**src/zoom_pkg.sv**
```systemverilog
package zoom_pkg;

  // Bus geometry.
  localparam int ADDR_W = 8;
  localparam int DATA_W = 32;
  localparam int AD_W = 16;
  localparam int DAD_W = 18;

  // Register byte offsets.
  localparam logic [ADDR_W-1:0] CTRL_OFS = 8'h00;
  localparam logic [ADDR_W-1:0] AREA_OFS = 8'h04;
  localparam logic [ADDR_W-1:0] START_OFS = 8'h08;
  localparam logic [ADDR_W-1:0] STATUS_OFS = 8'h0c;
  localparam logic [ADDR_W-1:0] LINE_OFS = 8'h10;

  // Control register fields.
  localparam int CTRL_EN_BIT = 0;
  localparam int CTRL_MODE_LSB = 1;
  localparam int CTRL_ZOOM_LSB = 4;
  localparam int ZOOM_W = 4;
  localparam logic [DATA_W-1:0] CTRL_RST = 32'h0000_0000;

  // Area parameter bytes: wide access sits in bit 7 of each byte.
  localparam int WIDE_BIT = 7;
  localparam int AREA0_GFX_BYTE = 3;
  localparam int AREA1_GFX_BYTE = 7;
  localparam int AREA0_CHR_BYTE = 11;
  localparam int AREA1_CHR_BYTE = 15;
  localparam logic [DATA_W-1:0] AREA_RST = 32'h0000_0000;

  // Line geometry fields of the line register.
  localparam int WORDS_LSB = 0;
  localparam int LINES_LSB = 16;
  localparam int SPLIT_LSB = 8;
  localparam int GEOM_W = 8;
  localparam logic [DATA_W-1:0] LINE_RST = 32'h0010_0408;

  // Zoom limits.
  localparam int ZOOM_MAX = 16;

  // Response codes.
  localparam logic [1:0] RESP_OKAY = 2'b00;
  localparam logic [1:0] RESP_SLVERR = 2'b10;

  // Display modes.
  typedef enum logic [1:0] {
    MODE_GRAPHICS,
    MODE_CHARACTER,
    MODE_MIXED,
    MODE_RESERVED
  } disp_mode_t;

  // Register bus carriers.
  typedef struct packed {
    logic awvalid;
    logic [ADDR_W-1:0] awaddr;
    logic wvalid;
    logic [DATA_W-1:0] wdata;
    logic [3:0] wstrb;
    logic bready;
    logic arvalid;
    logic [ADDR_W-1:0] araddr;
    logic rready;
  } axil_req_t;

  typedef struct packed {
    logic awready;
    logic wready;
    logic bvalid;
    logic [1:0] bresp;
    logic arready;
    logic rvalid;
    logic [DATA_W-1:0] rdata;
    logic [1:0] rresp;
  } axil_rsp_t;

  // Multiplexed address/data pins; the enable is low while driving.
  typedef struct packed {
    logic [AD_W-1:0] ad_out;
    logic [AD_W-1:0] ad_oe_n;
    logic addr_latch;
    logic [DAD_W-1:AD_W] addr_high;
  } mem_pins_t;

endpackage

```
**src/zoom_cycle_timer.sv**
```systemverilog
// Paces one display cycle: two base phases plus two phases per extra zoom step.
module zoom_cycle_timer #(
  parameter int ZOOM_W = 4
) (
  input wire logic aclk,
  input wire logic aresetn,
  input wire logic run,
  input wire logic [ZOOM_W-1:0] zoom_m1,
  output logic [ZOOM_W:0] phase,
  output logic cycle_end
);

  logic [ZOOM_W:0] last;

  // Last phase index is twice the zoom factor minus one.
  assign last = {zoom_m1, 1'b1};
  assign cycle_end = run && (phase == last);

  // Phase counter restarts at zero for every display cycle.
  always_ff @(posedge aclk) begin
    if (!aresetn || !run) begin
      phase <= '0;
    end else if (cycle_end) begin
      phase <= '0;
    end else begin
      phase <= phase + 1'b1;
    end
  end

endmodule

```
**src/zoom_display.sv**
```systemverilog
// Functional notes
// - Zoom factor from 1 to 16, same magnification in both directions.
// - Zoom applies only in bit-mapped graphics mode.
// - Unzoomed display cycle is two word-clock cycles, phases one and two.
// - Latch strobe falls mid phase one, rises at end of phase two; here it is low for all of phase one and stays low when unzoomed.
// - Address driven during phase one, lines released in phase two.
// - Each zoom step adds two word-clock cycles to the display cycle.
// - Phases one and two fixed; strobe held high from phase three on.
// - Controller repeats each display line zoom-factor times.
// - Wide mode fetches two words per display cycle; drawing stays single word; here each cycle still drives one address and captures one word.
// - Wide mode advances the display word address by two.
// - Wide select per area: bit 7 of byte 3 or 7, or 11 or 15.
// - Wide access also works in character and mixed modes.
//
// The implementer's own choices: register access over AXI4-Lite and the register addresses.
module zoom_display
  import zoom_pkg::*;
#(
  parameter int AREA_W = 2
) (
  input wire logic aclk,
  input wire logic aresetn,
  input wire zoom_pkg::axil_req_t bus_req,
  output zoom_pkg::axil_rsp_t bus_rsp,
  input wire logic [zoom_pkg::AD_W-1:0] ad_in,
  output zoom_pkg::mem_pins_t pins,
  output logic wide_cycle_r,
  output logic load_window_r
);
  import zoom_pkg::*;

  // Software-visible state.
  logic [DATA_W-1:0] ctrl_r;
  logic [DATA_W-1:0] area_r;
  logic [DATA_W-1:0] line_r;
  logic [DAD_W-1:0] start_r;

  // Bus slave state.
  logic aw_held_r;
  logic w_held_r;
  logic [ADDR_W-1:0] awaddr_r;
  logic [DATA_W-1:0] wdata_r;
  logic [3:0] wstrb_r;
  logic bvalid_r;
  logic [1:0] bresp_r;
  logic rvalid_r;
  logic [DATA_W-1:0] rdata_r;
  logic [1:0] rresp_r;

  // Display engine state.
  logic [DAD_W-1:0] dad_r;
  logic [DAD_W-1:0] line_base_r;
  logic [GEOM_W-1:0] word_cnt_r;
  logic [GEOM_W-1:0] line_cnt_r;
  logic [ZOOM_W-1:0] rep_cnt_r;
  logic [AD_W-1:0] ad_out_r;
  logic [AD_W-1:0] ad_oe_n_r;
  logic addr_latch_r;
  logic [DAD_W-1:AD_W] addr_high_r;
  logic [AD_W-1:0] last_word_r;

  logic run;
  logic [ZOOM_W-1:0] zoom_m1;
  logic [ZOOM_W:0] phase;
  logic cycle_end;
  logic area_sel;
  logic wide;
  logic [DAD_W-1:0] step;
  disp_mode_t mode;

  // Byte-lane merge for register writes.
  function automatic logic [DATA_W-1:0] merge(input logic [DATA_W-1:0] old,
                                              input logic [DATA_W-1:0] nv,
                                              input logic [3:0] strb);
    logic [DATA_W-1:0] res;
    res = old;
    for (int i = 0; i < 4; i++) begin
      if (strb[i]) begin
        res[i*8 +: 8] = nv[i*8 +: 8];
      end
    end
    return res;
  endfunction

  // Picks bit 7 of an area parameter byte held in the area register.
  function automatic logic wide_bit(input logic [DATA_W-1:0] area, input int byte_no);
    // Each parameter byte owns its own lane, so both areas stay independent.
    return area[(byte_no / 4)*8 + WIDE_BIT];
  endfunction

  assign run = ctrl_r[CTRL_EN_BIT];
  assign mode = disp_mode_t'(ctrl_r[CTRL_MODE_LSB +: 2]);
  // Magnification is forced to one outside graphics mode.
  assign zoom_m1 = (mode == MODE_GRAPHICS) ? ctrl_r[CTRL_ZOOM_LSB +: ZOOM_W] : '0;
  // Lower display area runs below the split line, upper area from the split line on.
  assign area_sel = (line_cnt_r >= line_r[SPLIT_LSB +: GEOM_W]);

  // Wide select per area from its own parameter byte.
  always_comb begin
    if (mode == MODE_CHARACTER) begin
      wide = area_sel ? wide_bit(area_r, AREA1_CHR_BYTE) : wide_bit(area_r, AREA0_CHR_BYTE);
    end else begin
      wide = area_sel ? wide_bit(area_r, AREA1_GFX_BYTE) : wide_bit(area_r, AREA0_GFX_BYTE);
    end
  end

  // Address step of two in wide mode.
  assign step = wide ? DAD_W'(2) : DAD_W'(1);

  zoom_cycle_timer #(
    .ZOOM_W(ZOOM_W)
  ) u_timer (
    .aclk(aclk),
    .aresetn(aresetn),
    .run(run),
    .zoom_m1(zoom_m1),
    .phase(phase),
    .cycle_end(cycle_end)
  );

  // Write channel: address and data are taken in either order.
  always_ff @(posedge aclk) begin
    if (!aresetn) begin
      aw_held_r <= 1'b0;
      w_held_r <= 1'b0;
      awaddr_r <= '0;
      wdata_r <= '0;
      wstrb_r <= '0;
    end else if (aw_held_r && w_held_r) begin
      aw_held_r <= 1'b0;
      w_held_r <= 1'b0;
    end else begin
      if (bus_req.awvalid && !aw_held_r && !bvalid_r) begin
        aw_held_r <= 1'b1;
        awaddr_r <= bus_req.awaddr;
      end
      if (bus_req.wvalid && !w_held_r && !bvalid_r) begin
        w_held_r <= 1'b1;
        wdata_r <= bus_req.wdata;
        wstrb_r <= bus_req.wstrb;
      end
    end
  end

  // Register writes and the write response; unmapped offsets answer with an error.
  always_ff @(posedge aclk) begin
    if (!aresetn) begin
      ctrl_r <= CTRL_RST;
      area_r <= AREA_RST;
      line_r <= LINE_RST;
      start_r <= '0;
      bvalid_r <= 1'b0;
      bresp_r <= RESP_OKAY;
    end else if (aw_held_r && w_held_r) begin
      bvalid_r <= 1'b1;
      bresp_r <= RESP_OKAY;
      unique case (awaddr_r)
        CTRL_OFS: ctrl_r <= merge(ctrl_r, wdata_r, wstrb_r);
        AREA_OFS: area_r <= merge(area_r, wdata_r, wstrb_r);
        LINE_OFS: line_r <= merge(line_r, wdata_r, wstrb_r);
        START_OFS: start_r <= DAD_W'(merge(DATA_W'(start_r), wdata_r, wstrb_r));
        STATUS_OFS: bresp_r <= RESP_OKAY;
        default: bresp_r <= RESP_SLVERR;
      endcase
    end else if (bvalid_r && bus_req.bready) begin
      bvalid_r <= 1'b0;
    end
  end

  // Read channel: one read at a time, answered the cycle after it is taken.
  always_ff @(posedge aclk) begin
    if (!aresetn) begin
      rvalid_r <= 1'b0;
      rdata_r <= '0;
      rresp_r <= RESP_OKAY;
    end else if (bus_req.arvalid && !rvalid_r) begin
      rvalid_r <= 1'b1;
      rresp_r <= RESP_OKAY;
      unique case (bus_req.araddr)
        CTRL_OFS: rdata_r <= ctrl_r;
        AREA_OFS: rdata_r <= area_r;
        LINE_OFS: rdata_r <= line_r;
        START_OFS: rdata_r <= DATA_W'(start_r);
        STATUS_OFS: rdata_r <= {last_word_r, dad_r[AD_W-1:0]};
        default: begin
          rdata_r <= '0;
          rresp_r <= RESP_SLVERR;
        end
      endcase
    end else if (rvalid_r && bus_req.rready) begin
      rvalid_r <= 1'b0;
    end
  end

  // Display address walk; each line is scanned zoom-factor times.
  always_ff @(posedge aclk) begin
    if (!aresetn || !run) begin
      dad_r <= start_r;
      line_base_r <= start_r;
      word_cnt_r <= '0;
      line_cnt_r <= '0;
      rep_cnt_r <= '0;
    end else if (cycle_end) begin
      if (word_cnt_r == line_r[WORDS_LSB +: GEOM_W] - 8'h01) begin
        word_cnt_r <= '0;
        if (rep_cnt_r == zoom_m1) begin
          rep_cnt_r <= '0;
          line_base_r <= dad_r + step;
          dad_r <= dad_r + step;
          if (line_cnt_r == line_r[LINES_LSB +: GEOM_W] - 8'h01) begin
            line_cnt_r <= '0;
            line_base_r <= start_r;
            dad_r <= start_r;
          end else begin
            line_cnt_r <= line_cnt_r + 8'h01;
          end
        end else begin
          rep_cnt_r <= rep_cnt_r + 1'b1;
          dad_r <= line_base_r;
        end
      end else begin
        word_cnt_r <= word_cnt_r + 8'h01;
        dad_r <= dad_r + step;
      end
    end
  end

  // Pins lag the phase counter by one clock, so counter phases 0 and 1 give pin phases one
  // and two. The strobe resolves to whole clocks here, so it is low for all of phase one.
  always_ff @(posedge aclk) begin
    if (!aresetn) begin
      addr_latch_r <= 1'b1;
    end else if (run && (phase == '0 || phase == (ZOOM_W+1)'(1))) begin
      addr_latch_r <= 1'b0;
    end else begin
      addr_latch_r <= 1'b1;
    end
  end

  // Address driven in phase one, bus released from phase two on.
  always_ff @(posedge aclk) begin
    if (!aresetn) begin
      ad_out_r <= '0;
      ad_oe_n_r <= '1;
      addr_high_r <= '0;
    end else if (run && phase == '0) begin
      ad_out_r <= dad_r[AD_W-1:0];
      ad_oe_n_r <= '0;
      addr_high_r <= dad_r[DAD_W-1:AD_W];
    end else begin
      ad_oe_n_r <= '1;
    end
  end

  // Marks where the video side may load, and captures the fetched word.
  always_ff @(posedge aclk) begin
    if (!aresetn) begin
      load_window_r <= 1'b0;
      wide_cycle_r <= 1'b0;
      last_word_r <= '0;
    end else begin
      load_window_r <= run && (phase == (ZOOM_W+1)'(1));
      wide_cycle_r <= run && wide;
      if (load_window_r) begin
        last_word_r <= ad_in;
      end
    end
  end

  assign pins = '{ad_out: ad_out_r, ad_oe_n: ad_oe_n_r,
                  addr_latch: addr_latch_r, addr_high: addr_high_r};
  assign bus_rsp = '{awready: !aw_held_r && !bvalid_r, wready: !w_held_r && !bvalid_r,
                     bvalid: bvalid_r, bresp: bresp_r, arready: !rvalid_r,
                     rvalid: rvalid_r, rdata: rdata_r, rresp: rresp_r};

endmodule

```
**config.mk**
```make
export PLATFORM = sky130hd
export DESIGN_NAME = zoom_display
export DESIGN_NICKNAME = d
export VERILOG_FILES = /design/src/zoom_pkg.sv /design/src/zoom_cycle_timer.sv /design/src/zoom_display.sv
export SDC_FILE = /design/constraint.sdc
export NUM_CORES = 1
export LEC_CHECK = 0
export BUFFER_PORTS_ARGS = -buffer_cell sky130_fd_sc_hd__buf_2
export CAP_MARGIN = 20
export CORE_ASPECT_RATIO = 1.1
export CORE_MARGIN = 2
export CORE_UTILIZATION = 35
export CTS_CLUSTER_DIAMETER = 200
export DETAILED_ROUTE_END_ITERATION = 10
export GPL_ROUTABILITY_DRIVEN = 0
export GPL_TIMING_DRIVEN = 0
export PLACE_DENSITY = 0.55
export SLEW_MARGIN = 20
export SYNTH_ARGS = -nofsm -noshare
export SYNTH_HDL_FRONTEND = slang
export SYNTH_SLANG_ARGS = --single-unit
```
**constraint.sdc**
```tcl
create_clock -name aclk -period 5.05 [get_ports aclk]
set_clock_uncertainty 0.2 [all_clocks]
set_input_delay 0.2525 -clock aclk [delete_from_list [all_inputs] [get_ports aclk]]
set_output_delay 0.2525 -clock aclk [all_outputs]
set_load 0.05 [all_outputs]
```
==> results of run 1 <==
-- per-stage QoR --
step,total power [uW],hold WS [ns],instance area [sq um]
after floorplan,2690,0.190,14200
after global placement,2840,0.249,15600
after detailed placement,2840,0.259,15600
after CTS,5270,0.0157,17300
after global routing,5400,0.0840,17300
final,5220,0.0457,17300
-- path summary, 6_finish.rpt --
check,cells past startpoint,end,from,slack (ns)
setup / recovery,18,dad_r[14],line_cnt_r[0],0.60
hold / removal,4,awaddr_r[4],bus_req[56],0.05
setup reg to reg,18,dad_r[14],line_cnt_r[0],0.60
hold reg to reg,2,ad_out_r[14],ad_out_r[14],0.26
-- routing by layer --
metal / part of all wire, % / vias up
met2: 49 / 431
met5: 0 / -
met1: 40 / 5984
met4: 4.3 / 0
li1: - / 6008
met3: 6.1 / 105
-- worst max-delay path: cells and delay by family, from the launching register on --
family	cells	cell delay [ns]
AOI/OAI and AO/OA	7	1.00
adders and majority gates	3	0.74
muxes	1	0.68
xor gates and xnor gates	1	0.20
DFF	1	0.47
buffers and inverters	2	0.22
and+or+nand+nor	4	0.66
-- where the power goes --
| group | total [uW] | switching, uW | internal [uW] |
|---|---|---|---|
| clock | 2390 | 1020 | 1370 |
| sequential | 2450 | 43.8 | 2400 |
| combinational | 381 | 243 | 138 |
| total | 5220 | 1300 | 3920 |
-- logic make-up (layout without fill, tap and decap cells) --
| kind of cell | count (synthesis) | after routing |
|---|---|---|
| adder cells (fa/ha/maj) | 19 | 19 |
| XOR/XNOR | 45 | 45 |
| other | 1 | 3 |
| AND/OR/NAND/NOR | 629 | 629 |
| buffers and inverters | 145 | 417 |
| flip-flops | 295 | 295 |
| multiplexers | 99 | 99 |
| AO/OA/AOI/OAI | 335 | 335 |
-- layout make-up --
| type | instances | area (sq um) |
|---|---|---|
| fillers | 3973 | 22800 |
| clock buffers | 50 | 993 |
| multi-input cells | 1129 | 7280 |
| diodes | 1 | 2.50 |
| inverters | 25 | 93.8 |
| repair buffers | 211 | 1370 |
| plain buffers | 120 | 566 |
| clock inverters | 11 | 78.8 |
| flip-flops and latches | 295 | 6270 |
| well taps | 513 | 642 |
-- cell usage after synthesis, types with 7 or more instances --
cell and count:
mux2_2 25, a21oi_1 49, a31oi_1 7, a221oi_1 10, nor2_1 87, edfxtp_1 36, a22o_1 10, ha_1 18
clkbuf_1 81, o21ai_0 35, nor3b_1 12, o211a_1 13, mux4_2 9, xnor2_1 17, dfxtp_1 259, mux2i_1 65
o21ai_1 7, nor2b_1 65, a21boi_0 132, a222oi_1 24, buf_2 11, buf_4 21, nand2_1 277, inv_1 25
o22a_1 8, nand2b_1 7, xor2_1 28, nand3_1 97, and2_1 22, and3_1 12
-- sequential cells by signal, summed over array words and instances, names as in the netlist, 2 cells and up --
signal / flops
wstrb_r: 4
start_r: 18
area_r: 32
line_base_r: 18
dad_r: 18
word_cnt_r: 8
awaddr_r: 8
wdata_r: 32
u_timer.phase: 5
rep_cnt_r: 4
line_r: 32
ad_out_r: 16
last_word_r: 16
rdata_r: 32
line_cnt_r: 8
ctrl_r: 32
addr_high_r: 2
==> reports/qor.tcl, run 1 <==
set qor(floorplan.core_area_sq_um) 40100
set qor(overflow) 0
set qor(critical_path_peak_fanout) 6
set qor(postSynthCellCount) 1568
set qor(numClockSinks) 295
set qor(worst_hold_path_type) {in -> reg}
set qor(crit_path_end_kind) {flip-flop}
set qor(arrival_ns) 4.49
set qor(place.detailed.hpwl_um) 35500
set qor(avgRoutedWirePerCell_um) 20.3
set qor(cts_htree_levels) 2
set qor(final_period_minus_worst_setup_slack_ns) 4.45
set qor(final_hold_fails) 0
set qor(dpl_worst_slack_ns) 0.662
set qor(synthSimpleGateAreaFrac_pct) 21.2
set qor(post-route-drc-count) 0
set qor(share_of_cells_above_drive_strength_1_pct) 15.9
set qor(floorplan.rows) 77
set qor(cp.required_ns) 5.08
set qor(utilization_pct) 43.2
set qor(grt_use_met1_pct) 26.7
set qor(drv.max_cap_violation_count) 0
set qor(post_synth_fa_ha_maj_area_fraction_pct) 1.73
set qor(dieArea_sq_um) 42200
set qor(synthToLayoutAreaGrowth_pct) 21.8
set qor(synth_seq_cells) 295
set qor(worstSetupStartpointType) {flip-flop}
set qor(path_class) {reg -> reg}
set qor(path_clk_slew_ns) 0.06
set qor(postLayoutSetupSlackWorst_ns) 0.598
set qor(vias_in_the_first_global_route) 12300
set qor(grt_start_max_net_pins) 24
set qor(ant_nets) 0
set qor(yosysSeqAreaShare_pct) 44.1
set qor(starting_density_pct) 35.4
set qor(synth-edff-count) 36
set qor(synth_area_sq_um) 14200
set qor(nets) 1910
set qor(chipHeight_um) 215
set qor(crit_chain) {inv_1 -> ha_1 -> nand2b_1 -> a21o_1 -> a21o_1 -> a21oi_1 -> o21ai_0 -> o21ai_0 -> mux4_2 -> inv_1 -> ha_1 -> fa_1 -> and3_1 -> nand3_1 -> xor2_1 -> nand2_1 -> a21oi_1 -> a21oi_1}
set qor(drt_pre_antenna_iters) 6
set qor(drt-vias-per-instance) 5.32
set qor(synth-compound-area-share_pct) 17.5
set qor(tns_ns) 0
set qor(post_layout_nonfiller_instances) 2355
set qor(synth_cell_types) 77
set qor(timing.fmax_ghz) 0.225
set qor(cts_inserted_buffers) 34
set qor(unrepaired_setup_endpoints_after_global_routing) {no}
set qor(p_leak_uw) 0.00661
set qor(synthArstFlopShare_pct) 0
set qor(cts_hold_buffers) 63
set qor(synth.area.mux_share_pct) 7.99
set qor(combinational_family_with_the_most_area_after_synthesis) {simple AND/OR/NAND/NOR gates}
set qor(drt-total-wl_um) 47800
set qor(met2_usage_pct) 39.3
set qor(groute.usage.overall_pct) 22.4
set qor(grtUsageMet3_pct) 4.03
set qor(actual_transition_at_the_worst_max_transition_pin_ns) 0.912
set qor(pin_count) 153
set qor(clockBufferDepth) 3
set qor(power.density_cell_area_nw_per_um2) 302
set qor(setup_violations) 0
set qor(most_instantiated_flip_flop_cell_in_the_synthesis_netlist) {dfxtp_1}
set qor(finalCritPeriodShare_pct) 88.2
set qor(yosys.area.top_type_share_pct) 36.5
set qor(yosys-top-cells-area) {dfxtp_1, edfxtp_1, nand2_1}
set qor(drt_iter0_markers) 954
set qor(netlist.top_cell.by_area) {dfxtp_1}
set qor(final_common_cell) {nand2_1}
set qor(timing.max_slew.rel_slack_pct) 39.2
set qor(instance_count_after_placement_with_tap_cells_included) 2230
set qor(vdd_ir_drop_max_mv) 0.183
set qor(die_width_um) 196
set qor(clock_insertion_delay_worst_skew_ns) 0.53
set qor(grt_first_pass_wirelength_um) 72700
set qor(synthesis.area_per_instance_sq_um) 9.05
set qor(synth-warning-count) 0
set qor(synth_xor_area_share_pct) 2.78
set qor(outcome) {finished, final reports clean}
set qor(critPathSlowestCell) {mux4_2}
set qor(cts_resized) 0
set qor(most-common-layout-cells) {nand2_1, dfxtp_1, buf_2}
set qor(cts_post_setup_buffers_inserted) 0
set qor(cts_root_buf) {clkbuf_16}
set qor(portBuffers) 148
set qor(slowest_delay_ns) 0.68
set qor(grt.busiest_layer) {met2}
set qor(vias) 12500
set qor(critPathMostFrequentCell) {a21oi_1}
set qor(antenna_violations_before_repair) 2
set qor(tritoncts_clock_tree) {yes}
set qor(final-max-slew-violation-count) 0
Power figures use the tool's default switching activity.
==> inputs of run 2 (changes only) <==
--- a/config.mk
+++ b/config.mk
@@ -5,6 +5,7 @@
 export SDC_FILE = /design/constraint.sdc
 export NUM_CORES = 1
 export LEC_CHECK = 0
+export ABC_AREA = 1
 export BUFFER_PORTS_ARGS = -buffer_cell sky130_fd_sc_hd__buf_2
 export CAP_MARGIN = 20
 export CORE_ASPECT_RATIO = 1.1
==> reports/qor.tcl, run 2 <==
set qor(cts_htree_levels) 2 ;# unchanged
set qor(synth-warning-count) 0 ;# unchanged
set qor(ant_nets) 0 ;# unchanged
set qor(grt_start_max_net_pins) 24 ;# unchanged
set qor(cts_inserted_buffers) 35 ;# +2.9%
set qor(holdPathStages) 8 ;# +4
set qor(instance_count_after_placement_with_tap_cells_included) 2521 ;# +13%
set qor(outcome) {finished, final reports clean}
set qor(place.detailed.hpwl_um) 37700 ;# +6.3%
set qor(actual_transition_at_the_worst_max_transition_pin_ns) 1.17 ;# +0.258 ns
set qor(grt_first_pass_wirelength_um) 77100 ;# +6.1%
set qor(floorplan.core_area_sq_um) 39100 ;# -2.5%
set qor(p_leak_uw) 0.00733 ;# +11%
set qor(synth_cell_types) 44 ;# -43%
set qor(most-common-layout-cells) {nand2_1, dfxtp_1, a21oi_1}
set qor(drt-total-wl_um) 50800 ;# +6.2%
set qor(tns_ns) 0 ;# unchanged
set qor(drt_pre_antenna_iters) 5 ;# -1
set qor(drv.max_cap_violation_count) 0 ;# unchanged
set qor(r2r.worst_path.cells) 22 ;# +4
set qor(share_of_cells_above_drive_strength_1_pct) 13.4 ;# -2.5 points
set qor(pin_count) 153 ;# unchanged
set qor(crit_path_end_kind) {flip-flop}
set qor(chipHeight_um) 213 ;# -1.2%
set qor(drt_iter0_markers) 1200 ;# +26%
set qor(timing.max_slew.rel_slack_pct) 22.0 ;# -17 points
set qor(overflow) 0 ;# unchanged
set qor(unrepaired_setup_endpoints_after_global_routing) {no}
set qor(yosys.area.top_type_share_pct) 37.4 ;# +0.88 points
set qor(antenna_violations_before_repair) 2 ;# unchanged
set qor(clockBufferDepth) 3 ;# unchanged
set qor(synthToLayoutAreaGrowth_pct) 24.3
set qor(most_instantiated_flip_flop_cell_in_the_synthesis_netlist) {dfxtp_1}
set qor(power.density_cell_area_nw_per_um2) 323 ;# +7.0%
set qor(path_class) {reg -> reg}
set qor(final_period_minus_worst_setup_slack_ns) 4.13 ;# -0.324 ns
set qor(total_power_uw) 5570 ;# +6.6%
set qor(nets) 2217 ;# +16%
set qor(finalCritPeriodShare_pct) 81.7 ;# -6.4 points
set qor(synth-edff-count) 36 ;# unchanged
set qor(synthesis.area_per_instance_sq_um) 7.45 ;# -18%
set qor(synth_seq_cells) 295 ;# unchanged
set qor(cp.required_ns) 5.25 ;# +0.17 ns
set qor(groute.usage.overall_pct) 24.3 ;# +1.9 points
set qor(postSynthCellCount) 1862 ;# +19%
set qor(synth_area_sq_um) 13900 ;# -2.4%
set qor(yosysSeqAreaShare_pct) 45.2 ;# +1.1 points
set qor(cts_post_setup_buffers_inserted) 0 ;# unchanged
set qor(synthArstFlopShare_pct) 0 ;# unchanged
set qor(worst_hold_path_type) {in -> reg}
set qor(portBuffers) 150 ;# +1.4%
set qor(vdd_ir_drop_max_mv) 0.190 ;# +3.8%
set qor(critical_path_peak_fanout) 5 ;# -1
set qor(worstSetupStartpointType) {flip-flop}
set qor(path_clk_slew_ns) 0.06 ;# about the same
set qor(synth.cells.most_frequent) {nand2_1, dfxtp_1, a21oi_1, o21ai_0, inv_1}
set qor(clock_insertion_delay_worst_skew_ns) 0.54 ;# about the same
set qor(avgRoutedWirePerCell_um) 19.1 ;# -5.8%
set qor(floorplan.rows) 76 ;# -1.3%
set qor(yosys-top-cells-area) {dfxtp_1, nand2_1, a21oi_1}
set qor(post_layout_nonfiller_instances) 2656 ;# +13%
set qor(starting_density_pct) 35.5 ;# +0.048 points
set qor(num_antenna_cells) 0 ;# -1
set qor(vias_in_the_first_global_route) 13200 ;# +7.3%
set qor(arrival_ns) 4.32 ;# -0.17 ns
set qor(netlist.top_cell.by_area) {dfxtp_1}
set qor(timing.fmax_ghz) 0.242 ;# +7.9%
set qor(vias) 13900 ;# +11%
set qor(final-max-slew-violation-count) 0 ;# unchanged
set qor(final_hold_fails) 0 ;# unchanged
set qor(drt-vias-per-instance) 5.24 ;# -1.6%
set qor(tritoncts_clock_tree) {yes}
set qor(die_width_um) 194 ;# -1.2%
set qor(synth_most_common_cell) {nand2_1}
set qor(cts_root_buf) {clkbuf_16}
set qor(final_common_cell) {nand2_1}
set qor(setup_violations) 0 ;# unchanged
set qor(numClockSinks) 295 ;# unchanged
set qor(post-route-drc-count) 0 ;# unchanged
set qor(dieArea_sq_um) 41200 ;# -2.3%
## run 2: changes by cell type after synthesis, sizes merged, moves of 24 or more
cell,previous run,this run
a21boi,132,0
a21oi,49,229
a222oi,24,0
inv,25,183
mux2,25,0
mux2i,65,0
nand2,279,375
nand4,7,37
nor2,92,154
nor2b,65,0
o21ai,43,224
## run 2: final cells by class
type,count,area (sq um)
Multi-Input combinational cell,1269,6360
Clock inverter,13,235
Timing Repair Buffer,223,1500
Clock buffer,50,983
Fill cell,3984,21900
Sequential cell,295,6270
Buffer,112,546
Inverter,187,704
Tap cell,507,634
## run 2: path summary, 6_finish.rpt
path         slack (ns)           from         endpoint
max                0.92  line_cnt_r[0]  line_base_r[14]
min                0.23     bus_req[6]      rdata_r[24]
max reg2reg        0.92  line_cnt_r[0]  line_base_r[14]
min reg2reg        0.26     wstrb_r[0]       wstrb_r[0]
## run 2: repair_timing
item	CTS	global route
hold buffers	72	0
gates resized for setup	0	0
endpoints found under the hold margin	64	0
## run 2: where the power goes
part | total, uW | switching, uW | internal (uW)
Sequential | 2450 | 33.6 | 2420
Combinational | 406 | 279 | 127
Clock | 2710 | 1030 | 1670
Total | 5570 | 1340 | 4220
## run 2: logic make-up (layout without fill, tap and decap cells)
| group | count (synthesis) | in the layout | synth area share [%] |
|---|---|---|---|
| and+or+nand+nor | 687 | 687 | 21.2 |
| other | 1 | 2 | 0.0270 |
| adders and majority gates | 19 | 19 | 1.77 |
| xor gates and xnor gates | 48 | 48 | 3.09 |
| AOI/OAI and AO/OA | 513 | 513 | 19.7 |
| DFF | 295 | 295 | 45.2 |
| buffers and inverters | 299 | 585 | 9.02 |
## run 2: metrics by stage
| step | setup WS, ns | hold slack [ns] | instance area (sq um) | utilization, % |
|---|---|---|---|---|
| after floorplan | 1.90 | 0.187 | 13900 | - |
| after global placement | 1.11 | 0.244 | 15300 | 39.0 |
| after detailed placement | 1.05 | 0.254 | 15300 | 39.1 |
| after CTS | 1.01 | 0.209 | 17200 | 44.1 |
| after global routing | 0.673 | 0.266 | 17200 | 44.1 |
| final | 0.922 | 0.231 | 17200 | 44.1 |
## run 2: critical path: stages (launching register included)
cell and delay (ns):
dfxtp_1 0.47, inv_1 0.18, ha_1 0.21, inv_1 0.05
a21oi_1 0.05, o21ai_0 0.16, nand2_1 0.07, o2111ai_1 0.20
nand2_1 0.11, o21ai_0 0.10, nand2_1 0.07, nand2_1 0.22
ha_1 0.24, fa_1 0.21, nand3_1 0.17, nor3_1 0.38
nand2_1 0.17, nor2_1 0.15, xor2_1 0.22, nand2_1 0.09
nand3_1 0.11, nand3_1 0.07, nand2_1 0.09
## run 2: routing by layer
metal / GRT usage, % / routed length, um / up-vias
met5: 0 / 0 / -
li1: - / - / 6730
met1: 31.0 / 21700 / 6552
met2: 41.7 / 23900 / 519
met4: 9.21 / 1880 / 0
met3: 3.76 / 3300 / 107
